`src/design/ecm_pkg.sv`:
```
// ecm_pkg: constants, types and helpers of the embedded memory block with search mode
// assumes: one core clock; all user-side pins come from other clock domains
package ecm_pkg;
  localparam int DEPTH = 32;
  localparam int WIDTH = 32;
  localparam int AW = 5;
  localparam int HALF = 16;
  // apb register byte offsets
  localparam logic [11:0] OFS_CTRL = 12'h000;
  localparam logic [11:0] OFS_STATUS = 12'h004;
  localparam logic [11:0] OFS_MATCH = 12'h008;
  // control field positions
  localparam int CTRL_CAM = 0;
  localparam int CTRL_ENC = 1;
  localparam int CTRL_WREN = 2;
  localparam int CTRL_RDEN = 3;
  localparam int CTRL_GCLR = 4;
  localparam int CTRL_BITS = 4;
  localparam logic [3:0] CTRL_RESET = 4'hC;
  // status field positions
  localparam int ST_FOUND = 0;
  localparam int ST_BUSY = 1;
  localparam int ST_UPPER = 2;
  localparam int ST_PHASE = 3;
  // search memory write sequence
  typedef enum logic [1:0] {
    CW_IDLE = 2'b00,
    CW_DATA = 2'b01,
    CW_MASK = 2'b10
  } ecm_cw_state_type;
  // write-side request bundle
  typedef struct packed {
    logic strobe;
    logic [AW-1:0] addr;
    logic [WIDTH-1:0] data;
    logic [WIDTH-1:0] mask;
    logic maskEn;
  } ecm_wr_req_type;
  // read-side request bundle
  typedef struct packed {
    logic strobe;
    logic [AW-1:0] addr;
    logic [WIDTH-1:0] key;
  } ecm_rd_req_type;
  // contents loaded at configuration: each word holds its own index
  function automatic logic [WIDTH-1:0] ecm_init_word(input int idx);
    ecm_init_word = WIDTH'(idx);
  endfunction : ecm_init_word
endpackage : ecm_pkg

```
`src/design/ecm_memory_block.sv`:
```
// ecm_memory_block: embedded memory block with dual-clock and search (cam) modes
// assumes: write and read clocks are slow pins sampled by core_clk; apb master in core domain
//
// Local design decisions: the APB slave port and the register offsets.
`timescale 1ns/100ps
`default_nettype none
module ecm_memory_block (
  // clock and chip reset
  input wire logic core_clk,
  input wire logic arst_n,
  // apb slave
  input wire logic psel,
  input wire logic penable,
  input wire logic pwrite,
  input wire logic [11:0] paddr,
  input wire logic [31:0] pwdata,
  output logic [31:0] prdata,
  output logic pready,
  output logic pslverr,
  // write side, from user logic
  input wire logic wrClk,
  input wire logic wrClr,
  input wire logic wrStrobe,
  input wire logic [4:0] wrAddr,
  input wire logic [31:0] wrData,
  input wire logic [31:0] wrMask,
  input wire logic wrMaskEn,
  // read side, from user logic
  input wire logic rdClk,
  input wire logic rdClr,
  input wire logic read_strobe,
  input wire logic [4:0] rdAddr,
  input wire logic [31:0] searchKey,
  // results
  output logic [31:0] rdData,
  output logic matchFound,
  output logic [4:0] matchAddr,
  output logic [15:0] matchLines,
  output logic matchUpper,
  output logic writeBusy
);

  // lowest matching index; ambiguous when nothing matches, since that also gives index 0
  // scanning downwards lets the lowest set flag be the last one taken
  function automatic logic [4:0] firstMatch(input logic [31:0] vec);
    logic [4:0] idx;
    idx = 5'h00;
    for (int i = ecm_pkg::DEPTH - 1; i >= 0; i--) begin
      if (vec[i]) begin
        idx = 5'(i);
      end
    end
    firstMatch = idx;
  endfunction : firstMatch

  // two-flop synchronisers; stage one feeds stage two only
  // every pin is a level from another domain, so the third clock stage
  // only serves the edge detector and never feeds data logic
  logic wrClkS1, wrClkS2, wrClkS3;
  logic rdClkS1, rdClkS2, rdClkS3;
  logic wrClrS1, wrClrS2, rdClrS1, rdClrS2;
  ecm_pkg::ecm_wr_req_type wrReqS1, wrReqS2, wrQ;
  ecm_pkg::ecm_rd_req_type rdReqS1, rdReqS2;
  ecm_pkg::ecm_wr_req_type wrPin;
  ecm_pkg::ecm_rd_req_type rdPin;

  // pin bundles; request and clock share one latency, so data is settled at the tick
  assign wrPin = '{strobe: wrStrobe,
                   addr: wrAddr,
                   data: wrData,
                   mask: wrMask,
                   maskEn: wrMaskEn};
  assign rdPin = '{strobe: read_strobe,
                   addr: rdAddr,
                   key: searchKey};

  // write-side pin synchronisers
  always_ff @(posedge core_clk or negedge arst_n) begin
    if (!arst_n) begin
      wrClkS1 <= 1'b0;
      wrClkS2 <= 1'b0;
      wrClkS3 <= 1'b0;
      wrClrS1 <= 1'b0;
      wrClrS2 <= 1'b0;
      wrReqS1 <= '0;
      wrReqS2 <= '0;
    end else begin
      wrClkS1 <= wrClk;
      wrClkS2 <= wrClkS1;
      wrClkS3 <= wrClkS2;
      wrClrS1 <= wrClr;
      wrClrS2 <= wrClrS1;
      wrReqS1 <= wrPin;
      wrReqS2 <= wrReqS1;
    end
  end

  // read-side pin synchronisers, kept apart from the write side
  always_ff @(posedge core_clk or negedge arst_n) begin
    if (!arst_n) begin
      rdClkS1 <= 1'b0;
      rdClkS2 <= 1'b0;
      rdClkS3 <= 1'b0;
      rdClrS1 <= 1'b0;
      rdClrS2 <= 1'b0;
      rdReqS1 <= '0;
      rdReqS2 <= '0;
    end else begin
      rdClkS1 <= rdClk;
      rdClkS2 <= rdClkS1;
      rdClkS3 <= rdClkS2;
      rdClrS1 <= rdClr;
      rdClrS2 <= rdClrS1;
      rdReqS1 <= rdPin;
      rdReqS2 <= rdReqS1;
    end
  end

  // apb control register
  logic [ecm_pkg::CTRL_BITS-1:0] ctrl;
  logic globalClr;
  wire apbAccess = psel && penable && !pready;
  // a write lands at the edge where the master sees pready high, not one edge earlier
  wire apbDone = psel && penable && pready;
  wire selCtrl = paddr == ecm_pkg::OFS_CTRL;
  wire selStatus = paddr == ecm_pkg::OFS_STATUS;
  wire selMatch = paddr == ecm_pkg::OFS_MATCH;
  wire apbHit = selCtrl || selStatus || selMatch;
  wire ctrlWrite = apbDone && pwrite && selCtrl;
  wire camMode = ctrl[ecm_pkg::CTRL_CAM];
  wire encMode = ctrl[ecm_pkg::CTRL_ENC];

  // side controls: each side sees its own enable and clear, plus the shared global clear
  // a disabled side ignores its clock pin, so a paused read side keeps its result
  // while writes continue, and the other way round
  wire wrTick = wrClkS2 && !wrClkS3 && ctrl[ecm_pkg::CTRL_WREN];
  wire rdTick = rdClkS2 && !rdClkS3 && ctrl[ecm_pkg::CTRL_RDEN];
  wire wrSideClr = wrClrS2 || globalClr;
  wire rdSideClr = rdClrS2 || globalClr;

  // write side: registered request and search-write sequencer
  ecm_pkg::ecm_cw_state_type cwState, next_cwState;
  logic ramWrGo;
  wire camStart = wrTick && camMode && wrReqS2.strobe;
  wire ramCapture = wrTick && !camMode;
  // an early release shows up as a dropped strobe or a new address at the next tick
  wire heldSame = wrReqS2.strobe && wrReqS2.addr == wrQ.addr;

  // the sequence aborts if user logic lets go of the write early
  always_comb begin
    next_cwState = cwState;
    case (cwState)
      // first tick with strobe captures the request
      ecm_pkg::CW_IDLE: begin
        if (camStart) begin
          next_cwState = ecm_pkg::CW_DATA;
        end
      end
      // second tick writes the word; a third follows only for a held mask
      ecm_pkg::CW_DATA: begin
        if (wrTick) begin
          next_cwState = (heldSame && wrQ.maskEn) ? ecm_pkg::CW_MASK : ecm_pkg::CW_IDLE;
        end
      end
      // third tick writes the compare mask
      ecm_pkg::CW_MASK: begin
        if (wrTick) begin
          next_cwState = ecm_pkg::CW_IDLE;
        end
      end
      default: begin
        next_cwState = ecm_pkg::CW_IDLE;
      end
    endcase
  end

  wire camDataWr = cwState == ecm_pkg::CW_DATA && wrTick && heldSame;
  wire camMaskWr = cwState == ecm_pkg::CW_MASK && wrTick && heldSame;

  // write-side registers; clears act here, after the synchroniser
  always_ff @(posedge core_clk or negedge arst_n) begin
    if (!arst_n) begin
      wrQ <= '0;
      cwState <= ecm_pkg::CW_IDLE;
      ramWrGo <= 1'b0;
      writeBusy <= 1'b0;
    end else if (wrSideClr) begin
      wrQ <= '0;
      cwState <= ecm_pkg::CW_IDLE;
      ramWrGo <= 1'b0;
      writeBusy <= 1'b0;
    end else begin
      if (ramCapture || (camStart && cwState == ecm_pkg::CW_IDLE)) begin
        wrQ <= wrReqS2;
      end
      ramWrGo <= ramCapture && wrReqS2.strobe;
      cwState <= next_cwState;
      writeBusy <= next_cwState != ecm_pkg::CW_IDLE;
    end
  end

  // storage: words and per-bit compare enables (1 = bit is compared)
  // ram and search writes never meet: the mode bit picks one path per tick
  logic [ecm_pkg::WIDTH-1:0] mem [ecm_pkg::DEPTH];
  logic [ecm_pkg::WIDTH-1:0] care [ecm_pkg::DEPTH];

  // reset stands in for configuration preload; later writes overwrite it
  always_ff @(posedge core_clk or negedge arst_n) begin
    if (!arst_n) begin
      for (int i = 0; i < ecm_pkg::DEPTH; i++) begin
        mem[i] <= ecm_pkg::ecm_init_word(i);
        care[i] <= '1;
      end
    end else begin
      if (ramWrGo && wrQ.strobe) begin
        mem[wrQ.addr] <= wrQ.data;
      end
      if (camDataWr) begin
        mem[wrQ.addr] <= wrQ.data;
        care[wrQ.addr] <= '1;
      end
      if (camMaskWr) begin
        care[wrQ.addr] <= ~wrQ.mask;
      end
    end
  end

  // compare key against all entries in parallel
  // a word being written still shows its old value to a search in the same cycle
  logic [ecm_pkg::DEPTH-1:0] hitVec;
  always_comb begin
    for (int i = 0; i < ecm_pkg::DEPTH; i++) begin
      hitVec[i] = ((mem[i] ^ rdReqS2.key) & care[i]) == '0;
    end
  end

  wire searchGo = rdTick && camMode && rdReqS2.strobe;
  wire ramRead = rdTick && !camMode && rdReqS2.strobe;

  // read side: data and search results, advanced only at read ticks
  // the upper half waits for the next read tick, so a slow read clock holds it
  logic [ecm_pkg::DEPTH-1:0] matchVec;
  logic upperPending;

  always_ff @(posedge core_clk or negedge arst_n) begin
    if (!arst_n) begin
      rdData <= '0;
      matchVec <= '0;
      matchFound <= 1'b0;
      matchAddr <= '0;
      matchLines <= '0;
      matchUpper <= 1'b0;
      upperPending <= 1'b0;
    end else if (rdSideClr) begin
      rdData <= '0;
      matchVec <= '0;
      matchFound <= 1'b0;
      matchAddr <= '0;
      matchLines <= '0;
      matchUpper <= 1'b0;
      upperPending <= 1'b0;
    end else if (rdTick) begin
      if (ramRead) begin
        rdData <= mem[rdReqS2.addr];
      end
      if (searchGo) begin
        matchVec <= hitVec;
        matchFound <= |hitVec;
        matchAddr <= firstMatch(hitVec);
        matchLines <= encMode ? '0 : hitVec[ecm_pkg::HALF-1:0];
        matchUpper <= 1'b0;
        upperPending <= !encMode;
        if (encMode) begin
          rdData <= {27'h0000000, firstMatch(hitVec)};
        end else begin
          rdData <= 32'(hitVec[ecm_pkg::HALF-1:0]);
        end
      end else if (upperPending) begin
        // second cycle of an unencoded result shows entries 16 to 31
        matchLines <= matchVec[ecm_pkg::DEPTH-1:ecm_pkg::HALF];
        matchUpper <= 1'b1;
        upperPending <= 1'b0;
        rdData <= 32'(matchVec[31:16]);
      end
    end
  end

  // apb answer one cycle into the access phase; unmapped reads zero with error
  // answer registers are kept apart from ctrl so a read never disturbs it
  wire logic [31:0] statusWord;
  logic [31:0] readMux;
  // status bits by field position
  assign statusWord[ecm_pkg::ST_FOUND] = matchFound;
  assign statusWord[ecm_pkg::ST_BUSY] = writeBusy;
  assign statusWord[ecm_pkg::ST_UPPER] = matchUpper;
  assign statusWord[ecm_pkg::ST_PHASE] = upperPending;
  assign statusWord[31:4] = 28'h0000000;
  assign readMux = selCtrl ? 32'(ctrl) : selStatus ? statusWord : selMatch ? matchVec : 32'h0;

  // pready, prdata and pslverr stand for one cycle
  always_ff @(posedge core_clk or negedge arst_n) begin
    if (!arst_n) begin
      prdata <= 32'h00000000;
      pready <= 1'b0;
      pslverr <= 1'b0;
    end else begin
      pready <= apbAccess;
      pslverr <= apbAccess && !apbHit;
      prdata <= (apbAccess && !pwrite) ? readMux : 32'h00000000;
    end
  end

  // control register and its self-clearing global clear
  always_ff @(posedge core_clk or negedge arst_n) begin
    if (!arst_n) begin
      ctrl <= ecm_pkg::CTRL_RESET;
      globalClr <= 1'b0;
    end else begin
      if (ctrlWrite) begin
        ctrl <= pwdata[ecm_pkg::CTRL_BITS-1:0];
      end
      // one core cycle wide, never stored
      globalClr <= ctrlWrite && pwdata[ecm_pkg::CTRL_GCLR];
    end
  end

endmodule : ecm_memory_block
`default_nettype wire

```
`config.mk`:
```
export PLATFORM = sky130hd
export DESIGN_NAME = ecm_memory_block
export DESIGN_NICKNAME = d
export VERILOG_FILES = /design/src/design/ecm_pkg.sv /design/src/design/ecm_memory_block.sv
export SDC_FILE = /design/constraint.sdc
export NUM_CORES = 2
export LEC_CHECK = 0
export BUFFER_PORTS_ARGS = -buffer_cell sky130_fd_sc_hd__buf_2
export CELL_PAD_IN_SITES_DETAIL_PLACEMENT = 0
export CELL_PAD_IN_SITES_GLOBAL_PLACEMENT = 1
export CORE_ASPECT_RATIO = 2
export CORE_MARGIN = 4
export CORE_UTILIZATION = 55
export DETAILED_ROUTE_END_ITERATION = 6
export GPL_TIMING_DRIVEN = 0
export PLACE_DENSITY_LB_ADDON = 0.1
export SLEW_MARGIN = 20
export SYNTH_ARGS = -nofsm -noshare
export SYNTH_HDL_FRONTEND = slang
export SYNTH_SLANG_ARGS = --single-unit
export TNS_END_PERCENT = 30
```
`constraint.sdc`:
```
create_clock -name core_clk -period 4.2 [get_ports core_clk]
set_input_delay 0.42 -clock core_clk [delete_from_list [all_inputs] [get_ports core_clk]]
set_output_delay 0.42 -clock core_clk [all_outputs]
set_load 0.02 [all_outputs]
```
==> flow_metrics.env, run 1 <==
export IMPL_place_gp_congestion=1.186
export IMPL_io_pins=252
export IMPL_place_area_um2=119900
export IMPL_yosysTopAreaCell="dfrtp_1"
export IMPL_syn_area_per_cell_um2=12.32
export IMPL_synth_cell_type_count=64
export IMPL_synth_edff_count=0
export IMPL_grt_usage_pct=67.01
export IMPL_dp_cells=12236
export IMPL_yosysSeqAreaShare_pct=55.96
export IMPL_die_h_um=649.8
export IMPL_syn_inst=9192
export IMPL_synth_area_um2=113300
export IMPL_start_util_pct=55.27
export IMPL_grt_pass1_wl_mm=1007
export IMPL_post_place_ws_ns=-1.455
export IMPL_syn_num_nets=9354
export IMPL_hpwl_mm=461.8
export IMPL_yosys_warnings=0
export IMPL_grt_max_degree=158
export IMPL_synth_area_top_cells="dfrtp_1, dfstp_2, mux2_2"
export IMPL_error_line="[ERROR GRT-0116] Global routing finished with congestion. Check the congestion regions in the DRC Viewer."
export IMPL_synthArstFlopShare_pct=100.0
export IMPL_rows=235
export IMPL_cts_num_sinks=2478
export IMPL_synthFlopType="dfrtp_1"
export IMPL_htree_levels=4
export IMPL_portBuffers=222
export IMPL_ys_ff_latch=2478
export IMPL_die_w_um=328.9
export IMPL_haltStage="global routing (5_1_grt)"
export IMPL_synth_top_area_share_pct=30.31
export IMPL_grt_pass1_vias=103234
export IMPL_status="stopped before the end"
export IMPL_clockBufferDepth=4
export IMPL_cts_buffers=225
export IMPL_grt_overflow_total=1203
export IMPL_root_buffer="clkbuf_16"
synthesized netlist by cell type (3+ instances only):
cell,count
nand3b_1,3
mux4_2,320
a21oi_1,1078
nor3b_1,5
o21ai_0,132
clkbuf_1,401
and2_1,30
nor2_2,30
a31oi_1,29
buf_6,78
nor3_1,12
nor2b_1,6
a22oi_1,511
nor2_1,1131
buf_1,34
nand4_1,133
nand3_1,5
dfrtp_1,1372
or4_1,6
buf_2,245
nor4_2,16
xnor2_1,3
dfstp_2,1106
nor4_1,26
nand2_1,307
xor2_1,1025
mux2_2,1029
buf_4,29
nand2b_1,3
or2_2,7
mux2i_1,36
metrics by stage:
| step | TNS, ns | utilization (%) |
|---|---|---|
| 2_1_floorplan | 0 | - |
| 3_5_place_dp | -233.69 | 58.51 |
| 4_1_cts | -0.04901 | 63.22 |
| 3_3_place_gp | - | 57.48 |
routing by layer:
layer	overflow	GRT usage (%)
met1	2	66.79
met2	743	87.88
met3	6	44.67
met4	452	69.05
met5	0	15.49
repair_timing:
action | 4_1_cts
endpoints found under the hold margin | 395
endpoints found under the setup margin | 313
gates resized for setup | 86
pin swaps | 3
hold buffers | 136
buffers inserted | 7
logic make-up after synthesis:
kind of cell / synth area share, %
AND/OR/NAND/NOR: 6.508
XOR/XNOR: 7.963
AO/OA/AOI/OAI: 9.121
multiplexers: 16.91
flip-flops: 55.96
buffers and inverters: 3.534
==> inputs of run 2 (changes only) <==
CELL_PAD_IN_SITES_DETAIL_PLACEMENT = not set   (was 0)
CELL_PAD_IN_SITES_GLOBAL_PLACEMENT = not set   (was 1)
CORE_ASPECT_RATIO = not set   (was 2)
CORE_UTILIZATION = 40   (was 55)
PLACE_DENSITY_LB_ADDON = 0.15   (was 0.1)
==> flow_metrics.env, run 2 <==
export IMPL_drc=0
export IMPL_cp_end_kind="flop"
export IMPL_status="finished with violations"
export IMPL_wl_per_cell_um=43.23
export IMPL_antenna_found_initial=91
export IMPL_max_flop_register="mem"
export IMPL_powerDensity_nw_per_um2=414.9
export IMPL_synth_area_top_cells="dfrtp_1, dfstp_2, mux2_2"
export IMPL_viasPerCell=6.274
export IMPL_clockBufferDepth=4
export IMPL_setup_ws_ns=-0.1398
export IMPL_die_w_um=540.2
export IMPL_crit_fanout=15
export IMPL_mostFrequentLayoutCells="dfrtp_1, nor2_1, dfstp_2, a21oi_1, mux2_2"
export IMPL_rsz0062_at_grt="yes"
export IMPL_arrival_ns=5.14
export IMPL_synth_edff_count=0
export IMPL_clk_latency_ns=0.95
export IMPL_skew_ns=0.04307
export IMPL_synth_cell_type_count=64
export IMPL_synthArstFlopShare_pct=100.0
export IMPL_area_growth_pct=17.40
export IMPL_power_total_mw=55.18
export IMPL_portBuffers=222
export IMPL_grt_max_degree=143
export IMPL_place_area_um2=121500
export IMPL_cp_top_family="buffers and inverters"
export IMPL_rows=195
export IMPL_root_buffer="clkbuf_16"
export IMPL_top_regs="mem x1024, care x992"
export IMPL_cts_tree="done"
export IMPL_drive_gt1_share_pct=37.80
export IMPL_hold_path_class="in -> reg"
export IMPL_startpoint_type="flop"
export IMPL_slowest_stage="clkbuf_2"
export IMPL_hpwl_mm=449.2
export IMPL_synth_area_um2=113300
export IMPL_yosysMostFrequentCell="dfrtp_1"
export IMPL_place_gp_congestion=1.067
export IMPL_violations="setup timing"
export IMPL_critPathKind="reg -> reg"
export IMPL_final_nets=10096
export IMPL_cts_buffers=289
export IMPL_syn_area_per_cell_um2=12.32
export IMPL_peakVddDrop_uv=430.2
export IMPL_grt_pass1_wl_mm=789.5
export IMPL_drv_cap=0
export IMPL_finalSetupViolCount=21
export IMPL_drt_iter0_markers=12138
export IMPL_grt_overflow_total=0
export IMPL_drv_slew=0
export IMPL_cts_num_sinks=2478
export IMPL_yosysSeqAreaShare_pct=55.96
export IMPL_core_area_um2=282000
export IMPL_grt_pass1_vias=83683
export IMPL_synth_top_area_share_pct=30.31
export IMPL_first_pass_iters=7
export IMPL_grt_usage_pct=40.58
export IMPL_postLayoutCellArea_um2=133000
export IMPL_power_leakage_nw=60.10
export IMPL_synthFlopType="dfrtp_1"
export IMPL_start_util_pct=40.16
export IMPL_max_freq_mhz=230.4
export IMPL_clkTransAtPathRegs_ns=0.06
export IMPL_final_antenna_net_count=0
export IMPL_ys_ff_latch=2478
export IMPL_htree_levels=5
export IMPL_io_pins=252
export IMPL_path_cells="buf_2 > buf_16 > clkbuf_2 > clkbuf_2 > mux4_2 > mux4_2 > mux2i_2 > o21ai_0"
export IMPL_largest_register_ffs=1024
export IMPL_vias=87664
export IMPL_worst_slew_pin_slew_ns=1.366
export IMPL_ys_top_cells_by_count="dfrtp_1, nor2_1, dfstp_2"
export IMPL_yosysTopAreaCell="dfrtp_1"
export IMPL_syn_inst=9192
export IMPL_fin_crit_ns=4.340
export IMPL_path_buf_inv=4
export IMPL_finalHoldViolCount=0
export IMPL_crit_required_ns=5.00
export IMPL_yosys_warnings=0
export IMPL_cpPeakStageDelay_ns=0.67
export IMPL_final_common_cell="dfrtp_1"
export IMPL_syn_num_nets=9354
export IMPL_slew_headroom_pct=8.954
export IMPL_wl_mm=604.1
export IMPL_die_area_um2=291800
export IMPL_fin_crit_sh_pct=103.3
export IMPL_die_h_um=540.2
## run 2: cell counts after synthesis
Identical to the previous run, type by type.
## run 2: logic make-up (layout without fill, tap and decap cells)
group	after synthesis	in the layout	share of synthesized area [%]
other cells	0	64	0
mux	1385	1385	16.91
compound gates	1777	1777	9.121
simple gates	1732	1732	6.508
buf+inv	791	1765	3.534
xor+xnor	1029	1029	7.963
flops	2478	2478	55.96
## run 2: final cells by class
type                       count  area [µm²]
antenna                       64       160.2
buffer                       787        4285
clock buffer                 448        8761
clock inverter                75       843.3
fill                       25722      149100
inverter                       2       7.507
multi-input combinational   5923       46360
sequential                  2478       63400
tap                         3743        4683
timing repair buffer         453        4487
## run 2: where the power goes
part | switching (mW) | internal, mW
clock network | 10.9 | 15.3
logic | 3.84 | 0.900
registers | 0.189 | 24.1
## run 2: final timing paths
| check | start | to | slack, ns | cells after the start |
|---|---|---|---|---|
| setup reg to reg | rdReqS2[33]$_DFF_PN0_ | rdData[19]$_DFFE_PN0P_ | -0.14 | 8 |
| setup / recovery | rdReqS2[33]$_DFF_PN0_ | rdData[19]$_DFFE_PN0P_ | -0.14 | 8 |
| max in group asynchronous | arst_n | mem[209]$_DFF_PN0_ | 0.44 | 8 |
| min in group asynchronous | arst_n | mem[814]$_DFF_PN0_ | 0.25 | 3 |
| hold reg to reg | rdReqS1[13]$_DFF_PN0_ | rdReqS2[13]$_DFF_PN0_ | 0.33 | 0 |
| hold / removal | psel | ctrl[3]$_DFFE_PN1P_ | 0.03 | 4 |
## run 2: what timing repair did
action / in CTS / in global routing
hold buffers: 128 / 0
endpoints found under the hold margin: 234 / 0
gates resized for setup: 70 / 32
pin swaps: 3 / 7
setup endpoints to repair: 421 / 791
buffers inserted: 2 / 8
## run 2: metrics by stage
stage	setup WS (ns)	utilization (%)	instances	setup TNS (ns)	hold WS [ns]
after floorplan	1.519	-	9192	0	0.1244
after global placement	-53.44	42.22	13157	-	0.3347
after detailed placement	-1.272	43.06	13249	-41.59	0.3347
after CTS	-0.007214	47.02	13900	-0.01382	0.03549
after global routing	-0.04790	47.10	13913	-0.6536	0.03338
final	-0.1398	47.15	13973	-1.215	0.03269
## run 2: routing by layer
layer | share of wire (%) | global-route usage, % | vias to the layer above
li1 | - | - | 33845
met2 | 40 | 55.13 | 5979
met4 | 9.3 | 31.06 | 30
met1 | 38 | 51.10 | 46183
met5 | 0.034 | 0.2630 | -
met3 | 12 | 16.69 | 1627
## run 2: worst register-to-register path, stage by stage, from the launching register on
cell      delay (ns)
dfrtp_1         0.50
buf_2           0.43
buf_16          0.26
clkbuf_2        0.70
clkbuf_2        0.61
mux4_2          0.57
mux4_2          0.52
mux2i_2         0.47
o21ai_0         0.15
Power figures use the tool's default switching activity.
